### config.mk
export PLATFORM = sky130hd
export DESIGN_NAME = sdc_device_flat
export DESIGN_NICKNAME = d
export VERILOG_FILES = /design/src/sdc_pkg.sv /design/src/sdc_if.sv /design/src/sdc_device.sv /design/src/flat_wrapper.sv
export VERILOG_INCLUDE_DIRS = /design/src
export SDC_FILE = /design/constraint.sdc
export NUM_CORES = 1
export LEC_CHECK = 0
export BUFFER_PORTS_ARGS = -buffer_cell sky130_fd_sc_hd__buf_2
export CAP_MARGIN = 5
export CORE_ASPECT_RATIO = 1.1
export CORE_MARGIN = 3
export CORE_UTILIZATION = 40
export CTS_BUF_LIST = sky130_fd_sc_hd__clkbuf_8
export DETAILED_ROUTE_END_ITERATION = 12
export RECOVER_POWER = 50
export SETUP_SLACK_MARGIN = 0.1
export SLEW_MARGIN = 10
export SYNTH_ARGS = -nofsm -noshare
export SYNTH_HDL_FRONTEND = slang
export SYNTH_SLANG_ARGS = --single-unit
### constraint.sdc
create_clock -name MCLK -period 5.6 [get_ports MCLK]
set_clock_uncertainty 0.15 [all_clocks]
set_input_delay 0.84 -clock MCLK [delete_from_list [all_inputs] [get_ports MCLK]]
set_output_delay 0.84 -clock MCLK [all_outputs]
set_load 0.1 [all_outputs]
### src/sdc_defines.svh
// Named constants for the sigma-delta calibration sequencer and its host.
// Assumes every user of these macros includes this file by its bare name.
`ifndef SDC_DEFINES_SVH
`define SDC_DEFINES_SVH

`define SDC_WORD_BITS      20
`define SDC_UNI_SHIFT      20
`define SDC_BIP_SHIFT      19
`define SDC_FMAX_HZ        4096000
`define SDC_WORD_RATE_HZ   4000
`define SDC_WORD_CYCLES    (`SDC_FMAX_HZ / `SDC_WORD_RATE_HZ)
`define SDC_SELF_CYCLES    3145655
`define SDC_OFFSET_CYCLES  1052599
`define SDC_GAIN_CYCLES    1068813
`define SDC_OFFREF_CYCLES  2117389
`define SDC_CAL_HIGH_MIN   4
`define SDC_CODE_ZERO      20'h00000
`define SDC_CODE_FULL      20'hFFFFF
`define SDC_CODE_MID       20'h80000

`define SDC_ADDR_CTRL      4'h0
`define SDC_ADDR_CMD       4'h4
`define SDC_ADDR_STATUS    4'h8
`define SDC_ADDR_RESULT    4'hC
`define SDC_CTRL_SEL_A     0
`define SDC_CTRL_SEL_B     1
`define SDC_CTRL_POL       2
`define SDC_CMD_START      0
`define SDC_ST_BUSY        0
`define SDC_ST_VALID       1
`define SDC_ST_OFFSET_DONE 2
`define SDC_ST_DONE        3
`define SDC_ST_REFUSED     4

`endif

### src/sdc_pkg.sv
// Types shared by both ends of the calibration sequencer link.
// Assumes sdc_defines.svh is on the include path.
`include "sdc_defines.svh"

package sdc_pkg;

    typedef enum logic [1:0] {
        MODE_SELF,
        MODE_SYS_OFFSET,
        MODE_SYS_GAIN,
        MODE_OFFSET_REF
    } sdc_mode_e;

    typedef enum {ST_RUN, ST_ARMED, ST_CAL} sdc_dev_state_e;

    typedef enum {H_IDLE, H_PULSE, H_WAIT_HI, H_WAIT_LO} sdc_host_state_e;

    function automatic sdc_mode_e sdc_decode(input logic sel_a, input logic sel_b);
        unique case ({sel_a, sel_b})
            2'h0: sdc_decode = MODE_SELF;
            2'h3: sdc_decode = MODE_SYS_OFFSET;
            2'h1: sdc_decode = MODE_SYS_GAIN;
            2'h2: sdc_decode = MODE_OFFSET_REF;
        endcase
    endfunction

endpackage

### src/sdc_if.sv
// Pin bundle between the converter's calibration logic and its host.
// Assumes both ends share MCLK; the testbench instantiates and joins them.
`timescale 1ns/100ps
`include "sdc_defines.svh"

interface sdc_if;
    logic                      cal;
    logic                      cal_select_a;
    logic                      cal_select_b;
    logic                      polarity_select;
    logic                      word_valid_n;
    logic [`SDC_WORD_BITS-1:0] word;

    modport dev (
        input  cal, cal_select_a, cal_select_b, polarity_select,
        output word_valid_n, word
    );

    modport host (
        output cal, cal_select_a, cal_select_b, polarity_select,
        input  word_valid_n, word
    );
endinterface

### src/sdc_device.sv
// Converter end: continuous conversion, calibration sequencing, slope and coding.
// Assumes AIN, REF_LEVEL and AGND_LEVEL are modulator results synchronous to MCLK.
// Function
// - Convert continuously once a calibration step has finished, no start request needed
// - Refresh 20-bit word at 4 kHz
// - Result readable any time, no alignment
// - Capture zero-scale and full-scale points
// - Self-cal: ground zero, reference full scale
// - Unipolar slope is span over 2^20
// - Bipolar slope is span over 2^19
// - Stored slope applied to every conversion
// - System cal samples both points at input
// - Host runs offset step before gain step
// - Host holds input steady during step
// - Word-valid low marks system step done
// - Host applies full scale, then gain step
// - Offset-only recalibration allowed after sequence
// - Offset-only: input zero, reference full scale
// - Polarity low unipolar, high bipolar span
// - Straight binary unipolar, offset binary bipolar
// - All rates scale with master clock
// - Host holds request high four cycles
// - Selects latched on request rising edge
// - Word-valid high for whole step length
// - System step loads zeros or ones
`timescale 1ns/100ps
`include "sdc_defines.svh"

module sdc_device #(
    parameter int MW            = 24,
    parameter int WORD_CYCLES   = `SDC_WORD_CYCLES,
    parameter int SELF_CYCLES   = `SDC_SELF_CYCLES,
    parameter int OFFSET_CYCLES = `SDC_OFFSET_CYCLES,
    parameter int GAIN_CYCLES   = `SDC_GAIN_CYCLES,
    parameter int OFFREF_CYCLES = `SDC_OFFREF_CYCLES
) (
    input  wire logic                 MCLK,       // master clock
    input  wire logic                 RST,        // synchronous reset, high
    sdc_if.dev                        LINK,       // pins toward the host
    input  wire logic signed [MW-1:0] AIN,        // modulator result at input
    input  wire logic signed [MW-1:0] REF_LEVEL,  // modulator result at reference
    input  wire logic signed [MW-1:0] AGND_LEVEL  // modulator result at analog ground
);
    localparam int WB = `SDC_WORD_BITS;
    localparam int DW = MW + 1;
    localparam int NW = DW + `SDC_UNI_SHIFT;
    localparam int CW = $clog2(NW + 1);

    sdc_pkg::sdc_dev_state_e state;
    sdc_pkg::sdc_mode_e      mode;
    logic                    cal_q;
    logic [2:0]              high_cnt;
    logic [31:0]             cal_cnt;
    logic [15:0]             word_cnt;
    logic signed [MW-1:0]    zero_lvl;
    logic signed [MW-1:0]    full_lvl;
    logic [DW-1:0]           span_raw;
    logic [DW-1:0]           span;
    logic [DW-1:0]           diff;
    logic [DW-1:0]           mag;
    logic [NW-1:0]           num_c;
    logic [NW-1:0]           div_num;
    logic [DW-1:0]           div_rem;
    logic [NW-1:0]           div_quo;
    logic [CW-1:0]           div_cnt;
    logic                    div_busy;
    logic                    div_neg;
    logic                    div_pol;
    logic [DW:0]             rem_shift;
    logic                    ge;
    logic                    res_ready;
    logic                    calibrated;
    logic                    self_kick;
    logic [WB-1:0]           word;
    logic                    wvn;
    logic                    cal_rise;
    logic                    cal_fall;
    logic                    long_enough;
    logic                    step_start;
    logic                    cal_end;
    logic                    tick;
    logic                    conv_start;

    function automatic logic [31:0] step_len(input sdc_pkg::sdc_mode_e m);
        unique case (m)
            sdc_pkg::MODE_SELF:       step_len = 32'(SELF_CYCLES);
            sdc_pkg::MODE_SYS_OFFSET: step_len = 32'(OFFSET_CYCLES);
            sdc_pkg::MODE_SYS_GAIN:   step_len = 32'(GAIN_CYCLES);
            sdc_pkg::MODE_OFFSET_REF: step_len = 32'(OFFREF_CYCLES);
        endcase
    endfunction

    // Quotient is the code distance from the zero point; clamp to the word range
    function automatic logic [WB-1:0] form_code(input logic [NW-1:0] q,
                                                input logic          neg,
                                                input logic          pol);
        logic signed [NW+1:0] off;
        logic signed [NW+1:0] qs;
        logic signed [NW+1:0] v;
        off = pol ? (NW+2)'(`SDC_CODE_MID) : (NW+2)'(`SDC_CODE_ZERO);
        qs  = $signed({2'h0, q});
        v   = neg ? off - qs : off + qs;
        if (v < 0)
            form_code = `SDC_CODE_ZERO;
        else if (v > $signed((NW+2)'(`SDC_CODE_FULL)))
            form_code = `SDC_CODE_FULL;
        else
            form_code = v[WB-1:0];
    endfunction

    assign cal_rise    = LINK.cal & ~cal_q;
    assign cal_fall    = ~LINK.cal & cal_q;
    assign long_enough = high_cnt >= 3'(`SDC_CAL_HIGH_MIN);
    assign step_start  = state == sdc_pkg::ST_ARMED && cal_fall && long_enough;
    assign cal_end     = state == sdc_pkg::ST_CAL && cal_cnt == step_len(mode) - 32'h1;
    assign tick        = word_cnt == 16'(WORD_CYCLES - 1);

    always_ff @(posedge MCLK) begin
        if (RST)
            cal_q <= 1'b0;
        else
            cal_q <= LINK.cal;
    end

    always_ff @(posedge MCLK) begin
        if (RST)
            high_cnt <= 3'h0;
        else if (cal_rise)
            high_cnt <= 3'h1;
        else if (LINK.cal && high_cnt != 3'h7)
            high_cnt <= high_cnt + 3'h1;
    end

    // A step in progress must finish; requests during it are ignored
    always_ff @(posedge MCLK) begin
        if (RST)
            state <= sdc_pkg::ST_RUN;
        else begin
            unique case (state)
                sdc_pkg::ST_RUN:   if (cal_rise) state <= sdc_pkg::ST_ARMED;
                sdc_pkg::ST_ARMED: if (cal_fall) state <= long_enough ? sdc_pkg::ST_CAL
                                                                      : sdc_pkg::ST_RUN;
                sdc_pkg::ST_CAL:   if (cal_end) state <= sdc_pkg::ST_RUN;
            endcase
        end
    end

    always_ff @(posedge MCLK) begin
        if (RST)
            mode <= sdc_pkg::MODE_SELF;
        else if (state == sdc_pkg::ST_RUN && cal_rise)
            mode <= sdc_pkg::sdc_decode(LINK.cal_select_a, LINK.cal_select_b);
    end

    always_ff @(posedge MCLK) begin
        if (RST || step_start)
            cal_cnt <= 32'h0;
        else if (state == sdc_pkg::ST_CAL)
            cal_cnt <= cal_cnt + 32'h1;
    end

    // Input is assumed steady through the step, so the points are taken at its end
    always_ff @(posedge MCLK) begin
        if (RST) begin
            zero_lvl <= '0;
            full_lvl <= '0;
        end else if (cal_end) begin
            unique case (mode)
                sdc_pkg::MODE_SELF: begin
                    zero_lvl <= AGND_LEVEL;
                    full_lvl <= REF_LEVEL;
                end
                sdc_pkg::MODE_SYS_OFFSET: zero_lvl <= AIN;
                sdc_pkg::MODE_SYS_GAIN:   full_lvl <= AIN;
                sdc_pkg::MODE_OFFSET_REF: begin
                    zero_lvl <= AIN;
                    full_lvl <= REF_LEVEL;
                end
            endcase
        end
    end

    // Stored slope is the span; the power-of-two divisor becomes a numerator shift
    assign span_raw = {full_lvl[MW-1], full_lvl} - {zero_lvl[MW-1], zero_lvl};
    assign span     = (span_raw[DW-1] || span_raw == '0) ? DW'(1) : span_raw;
    assign diff     = {AIN[MW-1], AIN} - {zero_lvl[MW-1], zero_lvl};
    assign mag      = diff[DW-1] ? DW'(-diff) : diff;
    assign num_c    = LINK.polarity_select ? {1'b0, mag, `SDC_BIP_SHIFT'(0)}
                                           : {mag, `SDC_UNI_SHIFT'(0)};

    always_ff @(posedge MCLK) begin
        if (RST || tick)
            word_cnt <= 16'h0;
        else
            word_cnt <= word_cnt + 16'h1;
    end

    always_ff @(posedge MCLK) begin
        if (RST)
            self_kick <= 1'b0;
        else
            self_kick <= cal_end && mode == sdc_pkg::MODE_SELF;
    end

    assign conv_start = state != sdc_pkg::ST_CAL && calibrated && !div_busy
                        && (tick || self_kick);
    assign rem_shift  = {div_rem, div_num[NW-1]};
    assign ge         = rem_shift >= {1'b0, span};

    // Serial long division, one quotient bit per cycle, well inside a word period
    always_ff @(posedge MCLK) begin
        if (RST) begin
            div_busy <= 1'b0;
            div_cnt  <= '0;
            div_num  <= '0;
            div_rem  <= '0;
            div_quo  <= '0;
            div_neg  <= 1'b0;
            div_pol  <= 1'b0;
        end else if (conv_start) begin
            div_busy <= 1'b1;
            div_cnt  <= CW'(NW);
            div_num  <= num_c;
            div_rem  <= '0;
            div_quo  <= '0;
            div_neg  <= diff[DW-1];
            div_pol  <= LINK.polarity_select;
        end else if (div_busy) begin
            div_num  <= div_num << 1;
            div_rem  <= ge ? DW'(rem_shift - {1'b0, span}) : rem_shift[DW-1:0];
            div_quo  <= {div_quo[NW-2:0], ge};
            div_cnt  <= div_cnt - CW'(1);
            if (div_cnt == CW'(1))
                div_busy <= 1'b0;
        end
    end

    always_ff @(posedge MCLK) begin
        if (RST)
            res_ready <= 1'b0;
        else
            res_ready <= div_busy && div_cnt == CW'(1);
    end

    // Whole word changes in one edge, so a read never sees a mix of two results
    always_ff @(posedge MCLK) begin
        if (RST) begin
            word       <= `SDC_CODE_ZERO;
            wvn        <= 1'b1;
            calibrated <= 1'b0;
        end else if (step_start) begin
            wvn <= 1'b1;
        end else if (cal_end) begin
            calibrated <= 1'b1;
            if (mode != sdc_pkg::MODE_SELF) begin
                word <= mode == sdc_pkg::MODE_SYS_GAIN ? `SDC_CODE_FULL
                                                       : `SDC_CODE_ZERO;
                wvn  <= 1'b0;
            end
        end else if (res_ready && state != sdc_pkg::ST_CAL) begin
            word <= form_code(div_quo, div_neg, div_pol);
            wvn  <= 1'b0;
        end
    end

    assign LINK.word         = word;
    assign LINK.word_valid_n = wvn;
endmodule

### src/flat_wrapper.sv
// flat-port wrapper written by rule: the top's interface ports become plain ports
module sdc_device_flat 
#(
    parameter int MW            = 24,
    parameter int WORD_CYCLES   = `SDC_WORD_CYCLES,
    parameter int SELF_CYCLES   = `SDC_SELF_CYCLES,
    parameter int OFFSET_CYCLES = `SDC_OFFSET_CYCLES,
    parameter int GAIN_CYCLES   = `SDC_GAIN_CYCLES,
    parameter int OFFREF_CYCLES = `SDC_OFFREF_CYCLES
)
  (MCLK, RST, AIN, REF_LEVEL, AGND_LEVEL, LINK_cal, LINK_cal_select_a, LINK_cal_select_b, LINK_polarity_select, LINK_word_valid_n, LINK_word);
  sdc_if LINK_i ();
  input  wire logic MCLK;
  input  wire logic RST;
  input  wire logic signed [MW-1:0] AIN;
  input  wire logic signed [MW-1:0] REF_LEVEL;
  input  wire logic signed [MW-1:0] AGND_LEVEL;
  input wire logic [$bits(LINK_i.cal)-1:0] LINK_cal;
  input wire logic [$bits(LINK_i.cal_select_a)-1:0] LINK_cal_select_a;
  input wire logic [$bits(LINK_i.cal_select_b)-1:0] LINK_cal_select_b;
  input wire logic [$bits(LINK_i.polarity_select)-1:0] LINK_polarity_select;
  output wire logic [$bits(LINK_i.word_valid_n)-1:0] LINK_word_valid_n;
  output wire logic [$bits(LINK_i.word)-1:0] LINK_word;
  assign LINK_i.cal = LINK_cal;
  assign LINK_i.cal_select_a = LINK_cal_select_a;
  assign LINK_i.cal_select_b = LINK_cal_select_b;
  assign LINK_i.polarity_select = LINK_polarity_select;
  assign LINK_word_valid_n = LINK_i.word_valid_n;
  assign LINK_word = LINK_i.word;
  sdc_device #(.MW(MW), .WORD_CYCLES(WORD_CYCLES), .SELF_CYCLES(SELF_CYCLES), .OFFSET_CYCLES(OFFSET_CYCLES), .GAIN_CYCLES(GAIN_CYCLES), .OFFREF_CYCLES(OFFREF_CYCLES)) u_core (.MCLK(MCLK), .RST(RST), .LINK(LINK_i), .AIN(AIN), .REF_LEVEL(REF_LEVEL), .AGND_LEVEL(AGND_LEVEL));
endmodule
==> results of run 1 <==
-- worst max-delay path: cells and delay by family (launching register included) --
kind                       cells  cell delay [ns]
adders and majority gates      4             0.95
DFF                            1             0.32
buffers and inverters         16             1.55
AOI/OAI and AO/OA              8             1.58
and+or+nand+nor                5             1.09
xor gates and xnor gates       2             0.26
-- repair_timing --
item,in CTS,in global routing
buffers inserted,25,5
gates cloned,1,1
pin swaps,19,33
setup endpoints to repair,26,26
resized for setup,35,54
-- final timing paths --
path / slack [ns] / startpoint / endpoint
worst min register to register: 0.33 / u_core.LINK.word_valid_n / u_core.LINK.word_valid_n
worst max-delay path: -0.42 / u_core.full_lvl[0] / u_core.div_rem[4]
worst max register to register: -0.42 / u_core.full_lvl[0] / u_core.div_rem[4]
worst min-delay path: 0.33 / u_core.LINK.word_valid_n / u_core.LINK.word_valid_n
-- where the power goes --
| part | internal [mW] | switching, mW | total, mW |
|---|---|---|---|
| logic | 0.156 | 0.264 | 0.421 |
| registers | 1.66 | 0.00705 | 1.67 |
| clock network | 1.10 | 0.803 | 1.90 |
-- state kept, by name, summed over array words and instances, names as in the netlist, 2 cells and up --
name,flops
u_core.div_num,26
u_core.mode,2
u_core.div_cnt,6
u_core.div_quo,45
u_core.LINK.word,20
u_core.cal_cnt,32
u_core.high_cnt,3
u_core.full_lvl,24
u_core.zero_lvl,24
u_core.div_rem,25
u_core.word_cnt,16
u_core.state,2
-- cell usage after synthesis (11+ instances only) --
master | count | share of area [%]
nor2_1 | 303 | 6.9
dfxtp_1 | 233 | 28
nand2_1 | 198 | 4.5
a21oi_1 | 178 | 5.4
o21ai_0 | 119 | 3.6
ha_1 | 96 | 7.3
mux2i_1 | 89 | 5.4
clkbuf_1 | 88 | 2.0
xor2_1 | 80 | 4.2
inv_1 | 79 | 1.8
xnor2_1 | 67 | 3.5
nor3_1 | 61 | 1.8
nand3_1 | 56 | 1.7
a31oi_1 | 31 | 1.2
a21o_1 | 30 | 1.4
or3_1 | 26 | 0.98
nor4_1 | 25 | 0.95
a211oi_1 | 23 | 1.0
o21a_1 | 23 | 1.0
nand4_1 | 21 | 0.79
and3_1 | 20 | 0.76
o211ai_1 | 18 | 0.82
nand2b_1 | 17 | 0.64
a311oi_1 | 16 | 0.85
o31ai_1 | 15 | 0.68
o22ai_1 | 13 | 0.49
a2111oi_0 | 11 | 0.58
and2_1 | 11 | 0.42
buf_1 | 11 | 0.25
-- logic make-up after synthesis --
kind of cell | Yosys count | synth area share, %
simple gates | 800 | 22.7
fa+ha+maj | 99 | 7.63
buf+inv | 203 | 5.37
xor+xnor | 147 | 7.79
mux | 91 | 5.52
compound gates | 583 | 22.8
flops | 233 | 28.2
-- final cells by class --
cell class	count	area [um^2]	area share (%)
Antenna cell	2	5.00	0.0254
Clock buffer	60	826	4.19
Clock inverter	21	188	0.953
Inverter	80	300	1.53
Multi-Input combinational cell	1720	11400	57.9
Sequential cell	233	4670	23.7
Tap cell	513	642	3.26
Timing Repair Buffer	250	1650	8.40
-- metal layers --
metal	share of wire (%)	routed length, um
met1	44	22000
met2	48	23900
met3	4.7	2330
met4	2.9	1420
met5	0	0
==> out/metrics.yaml, run 1 <==
run_status: "finished with violations"
failed_checks: "max-capacitance violations, max-slew violations, negative setup slack"
cp_common_cell: "buf_4"
met1_usage_pct: 28.0
placement.io_buffers: 98
finish.net_count: 2506
vias: 16300
worst-r2r-cell-count: 35
clock-root-buffer: "clkbuf_8"
placement_rows: 77
cp_data_arrival_time_ns: 6.40
timing.final.crit_period_ns: 6.02
post-route-drc-count: 0
worst_hold_path_type: "reg -> reg"
post_layout_instance_area_um2: 19700
required_time_at_the_worst_slack_endpoint_ns: 5.98
tritoncts: "done"
synthCells: 2156
global_route_wire_length_before_repair_mm: 78.8
synth_edf_count: 0
pin_count: 99
critPathKind: "reg -> reg"
drive_gt1_share_pct: 17.8
ctsLongestPathBuffers: 3
max_clock_freq_mhz: 166
clk_transition_reported_paths_ns: 0.06
worst_ir_drop_vdd_mv: 0.161
drt.antenna.violating_nets: 0
synth.cell_area_um2: 16500
ys.flop_type: "dfxtp_1"
fp.dieH_um: 219
viasPerCell: 5.65
postSynthNetCount: 2333
ys.warnings.count: 0
slew-limit-headroom_pct: -164
leakage_nw: 7.82
grt_use_met3_pct: 3.49
final_util_pct: 48.7
antenna_found_initial: 2
maxSlewViolCount: 86
detailed_place.area_um2: 18100
grt.total_usage_pct: 22.0
layout.cells.most_common: "nor2_1"
cts.sinks: 233
final.period_utilization_pct: 107
critPathCaptureType: "register"
tightestPinTransition_ns: 3.96
setup_viol: 26
layout.cells.most_common_list: "nor2_1 (301), dfxtp_1 (227), nand2_1 (183), a21oi_1 (168), buf_4 (137)"
post_cts_hold_buffer_count: 0
fin_hold_ws_ns: 0.330
chipWidth_um: 200
worst_path_largest_cell_delay_ns: 0.52
worst_hold_path.num_cells: 1
place.detailed.instances: 2768
p_per_area_nw_per_um2: 203
timing.critical_path.from_type: "register"
cts-buffers-inserted: 44
post_route_insts_no_fill: 2879
grt_start_max_net_pins: 86
global_route.usage.met2_pct: 38.1
crit_path_max_fanout: 4
start_util_pct: 40.9
gr-total-overflow: 0
synth.lib_cells_used.distinct: 89
max_cap_viol_count: 1
finalSetupTns_ns: -6.88
hpwl_mm: 36.1
pre_cts_ws_ns: -0.418
setup_slack_ns: -0.419
synth-seq-area-share_pct: 28.2
power.total_mw: 4.00
drt_pass1_iterations: 5
grt_setup_unrepaired: "true"
first_global_vias: 15300
gp_routability_congestion: 0.918
report.final.hold_viol_count: 0
avgRoutedWirePerCell_um: 17.2
htreeDepth: 2
synth_area_per_cell_um2: 7.67
num-fill-cells: 3903
worst_path_max_delay_cell: "or4_4"
ys_ff_latch: 233
async_flop_share_pct: 0
drt-total-wl_mm: 49.7
gr-max-usage-layer: "met2"
drt_iter0_markers: 982
area_delta_synth_final_pct: 19.0
core_area_um2: 40500
clkLatencyLatePin_ns: 0.63
die_area_um2: 43800
No activity file was read; power rests on OpenSTA's default activity.
==> run 2: changes to the inputs <==
--- a/config.mk
+++ b/config.mk
@@ -6,13 +6,12 @@
 export SDC_FILE = /design/constraint.sdc
 export NUM_CORES = 1
 export LEC_CHECK = 0
-export BUFFER_PORTS_ARGS = -buffer_cell sky130_fd_sc_hd__buf_2
 export CAP_MARGIN = 5
 export CORE_ASPECT_RATIO = 1.1
-export CORE_MARGIN = 3
 export CORE_UTILIZATION = 40
 export CTS_BUF_LIST = sky130_fd_sc_hd__clkbuf_8
 export DETAILED_ROUTE_END_ITERATION = 12
+export DONT_BUFFER_PORTS = 1
 export RECOVER_POWER = 50
 export SETUP_SLACK_MARGIN = 0.1
 export SLEW_MARGIN = 10
==> out/metrics.yaml, run 2 (synthesis results as in run 1) <==
die_area_um2: 42200  # -3.8%
timing.critical_path.from_type: "register"
setup_slack_ns: -0.329  # +0.0894 ns
clkLatencyLatePin_ns: 0.62  # about the same
layout.cells.most_common: "nor2_1"
global_route_wire_length_before_repair_mm: 79.3  # +0.55%
drt.antenna.violating_nets: 0  # unchanged
maxSlewViolCount: 0  # -100%
finish.net_count: 2433  # -2.9%
tightestPinTransition_ns: 1.46  # -2.50 ns
pre_cts_ws_ns: -0.498  # -0.0801 ns
grt_start_max_net_pins: 87  # +1.2%
registers.top_by_ff_count: "u_core.div_quo"
fp.dieH_um: 215  # -1.8%
p_per_area_nw_per_um2: 192  # -5.2%
hpwl_mm: 36.2  # +0.40%
pin_count: 99  # unchanged
failed_checks: "negative setup slack"
timing.final.crit_period_ns: 5.93  # -0.0894 ns
report.final.hold_viol_count: 0  # unchanged
worst_path_largest_cell_delay_ns: 0.53  # about the same
worst_ir_drop_vdd_mv: 0.207  # +28%
vias: 15900  # -2.4%
start_util_pct: 40.9  # unchanged
clk_transition_reported_paths_ns: 0.06  # about the same
run_status: "finished with violations"
drive_gt1_share_pct: 14.7  # -3.1 points
drt_pass1_iterations: 8  # +3
worst_path_max_delay_cell: "or4_4"
crit_path_max_fanout: 4  # unchanged
setup_viol: 26  # unchanged
cts.sinks: 233  # unchanged
viasPerCell: 5.67  # +0.32%
htreeDepth: 2  # unchanged
ctsLongestPathBuffers: 3  # unchanged
avgRoutedWirePerCell_um: 17.7  # +2.4%
largest_register_ff_count: 45  # unchanged
placement.io_buffers: 0  # -100%
slew-limit-headroom_pct: 2.74  # +170 points
critPathCaptureType: "register"
leakage_nw: 7.55  # -3.5%
gp_routability_congestion: 0.974  # +6.1%
drt-total-wl_mm: 49.5  # -0.33%
chipWidth_um: 196  # -2.0%
first_global_vias: 15200  # -0.35%
final.period_utilization_pct: 106  # -1.6 points
post-route-drc-count: 0  # unchanged
max_cap_viol_count: 0  # -1
required_time_at_the_worst_slack_endpoint_ns: 5.96  # -0.02 ns
area_delta_synth_final_pct: 16.1
layout_top_registers: "u_core.div_quo (45), u_core.cal_cnt (32), u_core.div_num (26)"
tritoncts: "done"
fin_hold_ws_ns: 0.167  # -0.163 ns
worst_hold_path_type: "in -> reg"
layout.cells.most_common_list: "nor2_1 (302), dfxtp_1 (229), nand2_1 (191), a21oi_1 (172), buf_4 (168)"
placement_rows: 77  # unchanged
cp_data_arrival_time_ns: 6.29  # -0.11 ns
clock-root-buffer: "clkbuf_8"
grt_setup_unrepaired: "true"
grt.total_usage_pct: 23.1  # +1.1 points
core_area_um2: 40500  # unchanged
cts-buffers-inserted: 42  # -4.5%
drt_iter0_markers: 933  # -5.0%
critPathKind: "reg -> reg"
max_clock_freq_mhz: 169  # +1.5%
antenna_found_initial: 2  # unchanged
gr-total-overflow: 0  # unchanged
==> run 2: cell types whose count changed in the layout (fill, tap and decap cells not counted), moves of 6 or more <==
cell	before	now
buf_2	76	0
clkbuf_1	24	1
clkbuf_8	60	49
inv_1	82	88
nand2_1	183	191
nand2_2	16	8
buf_4	137	168
buf_6	12	2
==> run 2: worst max-delay path: cells and delay by family (launching register included) <==
| kind | cells | cell delay [ns] |
|---|---|---|
| buffers and inverters | 5 | 0.53 |
| DFF | 1 | 0.32 |
| adders and majority gates | 4 | 0.93 |
| AOI/OAI and AO/OA | 14 | 2.99 |
| and+or+nand+nor | 6 | 0.89 |
==> run 2: what timing repair did <==
item | 4_1_cts | 5_1_grt
gates cloned | 3 | 1
resized for setup | 24 | 25
endpoints found under the setup margin | 26 | 26
setup buffers | 17 | 5
hold buffers | 0 | 0
pin swaps | 12 | 14
==> run 2: layer usage <==
layer,wire length (um),vias up,track usage (%),part of all wire [%]
met5,0,-,0,0
met4,2300,0,11.4,4.6
met3,2900,134,4.32,5.9
met2,22900,455,38.6,46
met1,21400,7325,28.3,43
li1,-,7954,-,-
==> run 2: where the power goes <==
group | internal, mW | switching [mW] | leakage (nW)
logic | 0.136 | 0.231 | 5.19
clock network | 0.894 | 0.765 | 0.480
registers | 1.66 | 0.00664 | 1.88
==> run 2: area by class of cell <==
cell class / count / area (um^2)
clock buffer: 49 / 674
tap: 513 / 642
multi-input combinational: 1721 / 11300
fill: 4046 / 21300
timing repair buffer: 178 / 1450
antenna: 2 / 5.00
inverter: 80 / 300
sequential: 233 / 4670
clock inverter: 25 / 174
==> run 2: worst paths after layout <==
kind                                           end  depth (start not counted)                from  slack, ns
worst max register to register   u_core.div_rem[1]                         29  u_core.full_lvl[0]      -0.33
worst min register to register  u_core.div_num[37]                          2  u_core.div_num[36]       0.30
worst min-delay path            u_core.div_num[31]                          1                 RST       0.17
worst max-delay path             u_core.div_rem[1]                         29  u_core.full_lvl[0]      -0.33
==> run 2: through the flow <==
step	instance area [um^2]	std cells	TNS, ns	util [%]	power, mW
2_1_floorplan	16600	2156	0	-	2.00
3_3_place_gp	17800	2699	-10.21	44.1	2.06
3_5_place_dp	17800	2699	-11.47	44.1	2.07
4_1_cts	19000	2793	-3.75	47.0	3.75
5_1_grt	19200	2801	-13.62	47.5	3.86
6_report	19200	2801	-6.47	47.5	3.70
